### src/design/burst_wr_pkg.sv
// Shared constants for the burst write bus master
package burst_wr_pkg;
    // Aligned block and beat geometry
    localparam int BLOCK_BYTES = 16;
    localparam int BEATS = 4;
    localparam int WORD_BYTES = 4;
    localparam int BEAT_IDX_W = 2;
    // Word address width (byte address bits 35:2)
    localparam int WORD_ADDR_W = 34;
    localparam int DATA_W = 32;
    // Word select value that every burst starts from
    localparam logic [1:0] BURST_START_SEL = 2'h0;
    // Word select value of the last beat in a burst
    localparam logic [1:0] BURST_END_SEL = 2'h3;
    // Byte enables carried by every burst beat
    localparam logic [3:0] FULL_WORD_BE = 4'hF;
    // Mask that visits all four beats
    localparam logic [3:0] ALL_BEATS_MASK = 4'hF;
    // Reset values
    localparam logic [1:0] IDX_RST = 2'h0;
endpackage : burst_wr_pkg

### src/design/beat_cursor.sv
// Walks the set bits of a beat mask in ascending order
`timescale 1ns/1ps
module beat_cursor
    import burst_wr_pkg::*;
(
    // Clock, reset, enable
    input wire logic clk,
    input wire logic nrst,
    input wire logic ce,
    // Control
    input wire logic start,
    input wire logic [3:0] mask,
    input wire logic step,
    // State
    output logic [1:0] idx,
    output logic active,
    output logic last
);
    logic [3:0] mask_r;
    logic [1:0] idx_r;
    logic active_r;
    logic [1:0] first_idx;
    logic [1:0] next_idx;
    logic has_next;

    // Lowest set bit of the incoming mask, and next set bit above idx_r
    always_comb begin
        first_idx = IDX_RST;
        next_idx = idx_r;
        has_next = 1'b0;
        for (int i = BEATS - 1; i >= 0; i--) begin
            if (mask[i]) begin
                first_idx = 2'(i);
            end
            if (mask_r[i] && (2'(i) > idx_r)) begin
                next_idx = 2'(i);
                has_next = 1'b1;
            end
        end
    end

    // Mask capture
    always_ff @(posedge clk) begin
        if (!nrst) begin
            mask_r <= 4'h0;
        end else if (ce && start) begin
            mask_r <= mask;
        end
    end

    // Position and activity; start wins over a stale step
    always_ff @(posedge clk) begin
        if (!nrst) begin
            idx_r <= IDX_RST;
            active_r <= 1'b0;
        end else if (ce) begin
            if (start) begin
                idx_r <= first_idx;
                active_r <= |mask;
            end else if (step && active_r) begin
                idx_r <= next_idx;
                active_r <= has_next;
            end
        end
    end

    assign idx = idx_r;
    assign active = active_r;
    assign last = active_r && !has_next;
endmodule : beat_cursor

### src/design/burst_write_bus_master.sv
// Write buffer drain master: one burst or a run of single writes
//
// How it works
// RQ1 - Burst only for full aligned 16-byte block
// RQ2 - Burst always starts at word select zero
// RQ3 - Hold address and enables until accepted
// RQ4 - Address valid high whenever burst address driven
// RQ5 - Write, burst, valid flags high with address
// RQ6 - First marker on first, last on final
// RQ7 - Hold data word until data accept seen
// RQ8 - Far end flags error one clock after accept
// RQ9 - Far end paces addresses with address accept
// RQ10 - First data word with its address
// RQ11 - Four beats, word select ascending zero-three
`timescale 1ns/1ps
module burst_write_bus_master
    import burst_wr_pkg::*;
#(
    parameter int ADDR_W = WORD_ADDR_W,
    parameter int DW = DATA_W
)
(
    // Clock, reset, enable
    input wire logic clk,
    input wire logic nrst,
    input wire logic ce,
    // Write buffer side
    input wire logic wb_valid,
    input wire logic [ADDR_W-3:0] wb_block_addr,
    input wire logic [BEATS*DW-1:0] wb_data,
    input wire logic [BEATS*4-1:0] wb_be,
    output logic wb_take,
    output logic drain_done,
    output logic drain_error,
    output logic write_error_pulse,
    // Bus address path
    output logic [ADDR_W-1:0] bus_word_address,
    output logic [3:0] byte_lane_enables,
    output logic address_valid_flag,
    output logic write_direction_flag,
    output logic multi_beat_flag,
    output logic first_beat_marker,
    output logic last_beat_marker,
    input wire logic address_accept,
    // Bus write data path
    output logic [DW-1:0] write_data_bus,
    output logic write_data_valid,
    input wire logic write_data_accept,
    input wire logic write_bus_error
);
    logic busy_r;
    logic burst_r;
    logic [ADDR_W-3:0] base_r;
    logic [BEATS*DW-1:0] data_r;
    logic [BEATS*4-1:0] be_r;
    logic a_done_r;
    logic d_done_r;
    logic dacc_d_r;
    logic err_r;
    logic done_r;
    logic errp_r;
    logic [3:0] beat_mask;
    logic [1:0] a_idx;
    logic [1:0] d_idx;
    logic a_active;
    logic d_active;
    logic a_last;
    logic d_last;
    logic a_acc;
    logic d_acc;
    logic pair_step;
    logic a_step;
    logic d_step;
    logic start;
    logic finish;

    // Pick up a buffer only when idle
    assign start = wb_valid && !busy_r;
    assign wb_take = start;

    // Beat mask: full block means burst, otherwise words with any lane
    // RQ1 burst selection
    always_comb begin
        if (&wb_be) begin
            beat_mask = ALL_BEATS_MASK;
        end else begin
            for (int i = 0; i < BEATS; i++) begin
                beat_mask[i] = |wb_be[i*4 +: 4];
            end
        end
    end

    // Accept strobes; a frozen clock enable takes nothing
    assign a_acc = address_valid_flag && address_accept && ce;
    assign d_acc = write_data_valid && write_data_accept && ce;
    // Single writes move address and data together, so a word's data
    // never leads its address
    assign pair_step = (a_done_r || a_acc) && (d_done_r || d_acc);
    assign a_step = burst_r ? a_acc : pair_step;
    assign d_step = burst_r ? d_acc : pair_step;

    // Address and data beat cursors, both begin in the start cycle
    // RQ10 data with address
    // RQ2 RQ11 zero upward order
    beat_cursor u_addr_cur (
        .clk(clk),
        .nrst(nrst),
        .ce(ce),
        .start(start),
        .mask(beat_mask),
        .step(a_step),
        .idx(a_idx),
        .active(a_active),
        .last(a_last)
    );
    beat_cursor u_data_cur (
        .clk(clk),
        .nrst(nrst),
        .ce(ce),
        .start(start),
        .mask(beat_mask),
        .step(d_step),
        .idx(d_idx),
        .active(d_active),
        .last(d_last)
    );

    // Buffer capture and mode
    always_ff @(posedge clk) begin
        if (!nrst) begin
            burst_r <= 1'b0;
            base_r <= '0;
            data_r <= '0;
            be_r <= '0;
        end else if (ce && start) begin
            burst_r <= &wb_be;
            base_r <= wb_block_addr;
            data_r <= wb_data;
            be_r <= wb_be;
        end
    end

    // Per-word accept memory for single writes
    always_ff @(posedge clk) begin
        if (!nrst) begin
            a_done_r <= 1'b0;
            d_done_r <= 1'b0;
        end else if (ce) begin
            if (start || pair_step || burst_r) begin
                a_done_r <= 1'b0;
                d_done_r <= 1'b0;
            end else begin
                a_done_r <= a_done_r || a_acc;
                d_done_r <= d_done_r || d_acc;
            end
        end
    end

    // Drain ends once both paths are empty and the last error slot passed
    assign finish = busy_r && !a_active && !d_active && !dacc_d_r;

    always_ff @(posedge clk) begin
        if (!nrst) begin
            busy_r <= 1'b0;
        end else if (ce) begin
            if (start) begin
                busy_r <= 1'b1;
            end else if (finish) begin
                busy_r <= 1'b0;
            end
        end
    end

    // Error is only meaningful one clock after a data accept
    // RQ8 error sample slot
    always_ff @(posedge clk) begin
        if (!nrst) begin
            dacc_d_r <= 1'b0;
            errp_r <= 1'b0;
            err_r <= 1'b0;
        end else if (ce) begin
            dacc_d_r <= d_acc;
            errp_r <= dacc_d_r && write_bus_error;
            if (start) begin
                err_r <= 1'b0;
            end else if (dacc_d_r && write_bus_error) begin
                err_r <= 1'b1;
            end
        end
    end

    // Completion report one clock after finish; error is the registered err_r, already set by the last error slot
    always_ff @(posedge clk) begin
        if (!nrst) begin
            done_r <= 1'b0;
        end else if (ce) begin
            done_r <= finish;
        end
    end
    assign drain_done = done_r;
    assign drain_error = err_r;
    assign write_error_pulse = errp_r;

    // Address path drive; held from cursor state until accepted
    // RQ3 address hold
    assign bus_word_address = {base_r, a_idx};
    assign byte_lane_enables = burst_r ? FULL_WORD_BE : be_r[a_idx*4 +: 4];
    // RQ4 valid while driven
    assign address_valid_flag = a_active && (burst_r || !a_done_r);
    // RQ5 control flags
    assign write_direction_flag = address_valid_flag;
    assign multi_beat_flag = address_valid_flag && burst_r;
    // RQ6 burst markers
    assign first_beat_marker = multi_beat_flag && (a_idx == BURST_START_SEL);
    assign last_beat_marker = multi_beat_flag && a_last;

    // Data path drive; word changes only when the cursor steps
    // RQ7 data hold
    assign write_data_bus = data_r[d_idx*DW +: DW];
    assign write_data_valid = d_active && (burst_r || !d_done_r);
endmodule : burst_write_bus_master
### config.mk
export PLATFORM = sky130hd
export DESIGN_NAME = burst_write_bus_master
export DESIGN_NICKNAME = d
export VERILOG_FILES = /design/src/design/burst_wr_pkg.sv /design/src/design/beat_cursor.sv /design/src/design/burst_write_bus_master.sv
export SDC_FILE = /design/constraint.sdc
export NUM_CORES = 1
export LEC_CHECK = 0
export BUFFER_PORTS_ARGS = -buffer_cell sky130_fd_sc_hd__buf_2
export CAP_MARGIN = 20
export CORE_MARGIN = 3
export CORE_UTILIZATION = 30
export CTS_CLUSTER_DIAMETER = 60
export DETAILED_ROUTE_END_ITERATION = 7
export GPL_ROUTABILITY_DRIVEN = 0
export PLACE_DENSITY = 0.55
export RECOVER_POWER = 50
export SLEW_MARGIN = 20
export SYNTH_ARGS = -nofsm -noshare
export SYNTH_HDL_FRONTEND = slang
export SYNTH_SLANG_ARGS = --single-unit
### constraint.sdc
create_clock -name clk -period 3.75 [get_ports clk]
set_input_delay 0.1875 -clock clk [delete_from_list [all_inputs] [get_ports clk]]
set_output_delay 0.1875 -clock clk [all_outputs]
set_load 0.01 [all_outputs]
==> reports/qor.txt <==
number of antenna-violating nets in the routed design: 0
Die Area: 0.0283 mm²
part of the cycle the worst path needs: 78.7%
cell taking the most area after synthesis: dfxtp_1
Worst-Margin Slew: 2.18 ns
crit end category: flop
Synth Area in Adders: 0%
Max-slew headroom: -45.5%
Non-Filler Instances: 1630
Post-Synth Simple-Gate Area: 20.6%
final hold vios: 0
Clock transition at path regs: 0.07 ns
Crit path required time: 4.10 ns
crit path time final: 2.95 ns
Syn Nets: 1116
gr usage total: 17.0%
EDFF count, synth: 0
Yosys warnings: 0
sequential area share after synthesis: 48.9%
post-synth top area share: 48.9%
Area growth syn-to-layout: 42.6%
cell count after synthesis: 933
leakage: 4.41 nW
CTS tree: built
H-tree depth: 4
status: finished, violations left
DR pass1 iterations: 5
Post-Syn Area: 0.00790 mm²
largest family of logic cells by synthesized area: simple AND/OR/NAND/NOR gates
Final nets: 1469
number of antenna violations at the first check in global routing: 3
Initial Util: 30.9%
Placeable Area: 0.0255 mm²
DIE HEIGHT: 168 µm
worst skew pair latency: 0.43 ns
share of cells above drive strength 1: 22.9%
dominant cells by area after synthesis: dfxtp_1 49%, nand2_1 17%, a21oi_1 11%
Via density: 4.73
Post-CTS Setup Bufs: 0
fin. max-slew vios: 121
first-pass GRT wire length: 39.4 mm
pre-CTS WS: 1.33 ns
crit path DAT: 3.30 ns
GRT overflow: 0
Worst Clk Skew: 0.00941 ns
post-synth cell types: 46
vias in the first global route: 7596
FF+latch count, synth: 193
Bufs on Longest Clock Path: 2
wire per inst: 15.2 µm
Avg Inst Size Synth: 8.47 µm²
Final Worst Setup Slack: 0.797 ns
CTS buffer count: 17
Clock Sink Count: 193
worst vdd ir: 217 µV
Worst Path Max Fanout: 121
Placement Cell Area: 0.00937 mm²
Ports: 263
Root Buffer: clkbuf_16
final instance area: 0.0113 mm²
failing checks: max-capacitance violations, max-slew violations
Row Count: 58
DR DRC count: 0
TNS Setup: 0 ns
unrepaired setup endpoints after global routing: no
largest net degree at the start of global routing: 122
DRT iter0 DRCs: 485
detailed placement HPWL: 15.9 mm
placed cell count: 1456
WL final: 24.7 mm
Fmax achieved: 0.339 GHz
critical path class: primary input to flop
Hold Path Class: primary input to flop
compound-gate portion of the synthesized area: 15.3%
max-cap violations: 1
die outline width: 168 µm
Final setup viols: 0
xor/xnor cell area share of the yosys netlist: 0%
Async SR Flop Fraction: 0%
I/O Buffers: 262
Most used DFF post-synth: dfxtp_1
via count: 7705
Pwr per Cell Area: 413 mW/mm²
startpoint types: primary input
mux share of post-synthesis cell area: 10.4%
kinds of logic (layout without fill, tap and decap cells):
kind of cell           Yosys count  count (layout)
AOI/OAI and AO/OA              217             217
DFF                            193             193
and+or+nand+nor                404             404
buffers and inverters           82             447
muxes                           37              37
other                            0               2
placed cells by master (no fill, tap or decap), types with 2 or more instances in the layout:
master         netlist  layout
a211oi_1             6       6
a21o_1               2       2
a21oi_1            181     181
a221oi_1             1       3
a311o_1              2       2
a31oi_1              5       5
a41oi_1              2       2
buf_12               0       2
buf_2               29     212
buf_4                5       5
clkbuf_1            33      50
clkbuf_16            0      17
clkinv_4             0       4
clkinvlp_4           0       2
dfxtp_1            193     191
dfxtp_2              0       2
diode_2              0       2
dlygate4sd3_1        0     141
inv_1                4       5
inv_6                0       3
inv_8                0       3
mux4_2              36      36
nand2_1            360     359
nand2b_1             5       5
nand3_1              3       3
nand4_1              4       4
nor2_1               8       8
nor2b_1              5       5
nor3_1               4       4
nor4_1               3       3
o21a_1               3       3
o21ai_1              2       2
or2_1                4       4
worst paths after layout:
kind / from / end / slack, ns / cells after the start
max: nrst / base_r[24] / 0.80 / 4
min: wb_data[126] / data_r[126] / 0.02 / 3
max reg2reg: busy_r / data_r[7] / 1.19 / 6
min reg2reg: be_r[13] / be_r[13] / 0.45 / 2
metrics by stage:
stage / hold WS [ns] / utilization [%] / power, mW
5_1_grt: 0.000427 / 44.1 / 4.89
2_1_floorplan: 0.305 / - / 2.60
3_3_place_gp: 0.428 / 36.7 / 2.83
6_report: 0.0159 / 44.1 / 4.65
3_5_place_dp: 0.434 / 36.7 / 2.84
4_1_cts: 0.0000780 / 44.4 / 4.74
critical path, cell delays in order:
cell and delay (ns):
clkbuf_1 0.29, clkinvlp_4 1.70, buf_12 0.81, a21oi_1 0.18
routing by layer:
| layer | vias to the layer above | GRT usage (%) | wire, µm |
|---|---|---|---|
| met1 | 3603 | 22.9 | 11500 |
| li1 | 3858 | - | - |
| met4 | 2 | 4.55 | 368 |
| met3 | 27 | 4.27 | 1340 |
| met5 | - | 0 | 8 |
| met2 | 215 | 27.4 | 11600 |
timing repair:
action / CTS / global route
setup endpoints to repair: 0 / 0
hold buffers: 141 / 0
gates resized for setup: 0 / 0
endpoints found under the hold margin: 141 / 0
synth_stat cells (5+ instances only):
library cell  instances
nand2_1             360
dfxtp_1             193
a21oi_1             181
mux4_2               36
clkbuf_1             33
buf_2                29
nor2_1                8
buf_1                 7
a211oi_1              6
a31oi_1               5
buf_4                 5
nand2b_1              5
nor2b_1               5
layout make-up:
cell class | instances | area (µm²)
antenna | 2 | 5.00
multi-input combinational | 658 | 3660
clock inverter | 13 | 124
timing repair buffer | 410 | 2740
sequential | 193 | 3870
clock buffer | 18 | 439
inverter | 6 | 26.3
fill | 2590 | 14300
tap | 330 | 413
flip-flops by register name (all words and copies together), names as in the netlist:
signal	flops
data_r	128
u_data_cur.active	1
a_done_r	1
dacc_d_r	1
be_r	16
d_done_r	1
base_r	32
u_data_cur.idx	2
drain_error	1
u_addr_cur.active	1
burst_r	1
u_addr_cur.idx	2
u_addr_cur.mask_r	3
write_error_pulse	1
drain_done	1
busy_r	1
where the power goes:
part	internal, mW	switching [mW]	total [mW]	leakage, nW
clock	0.893	0.863	1.76	0.276
sequential	2.15	0.0823	2.23	1.58
combinational	0.339	0.328	0.667	2.56
total	3.38	1.27	4.65	4.41
No activity file was read; power rests on OpenSTA's default activity.
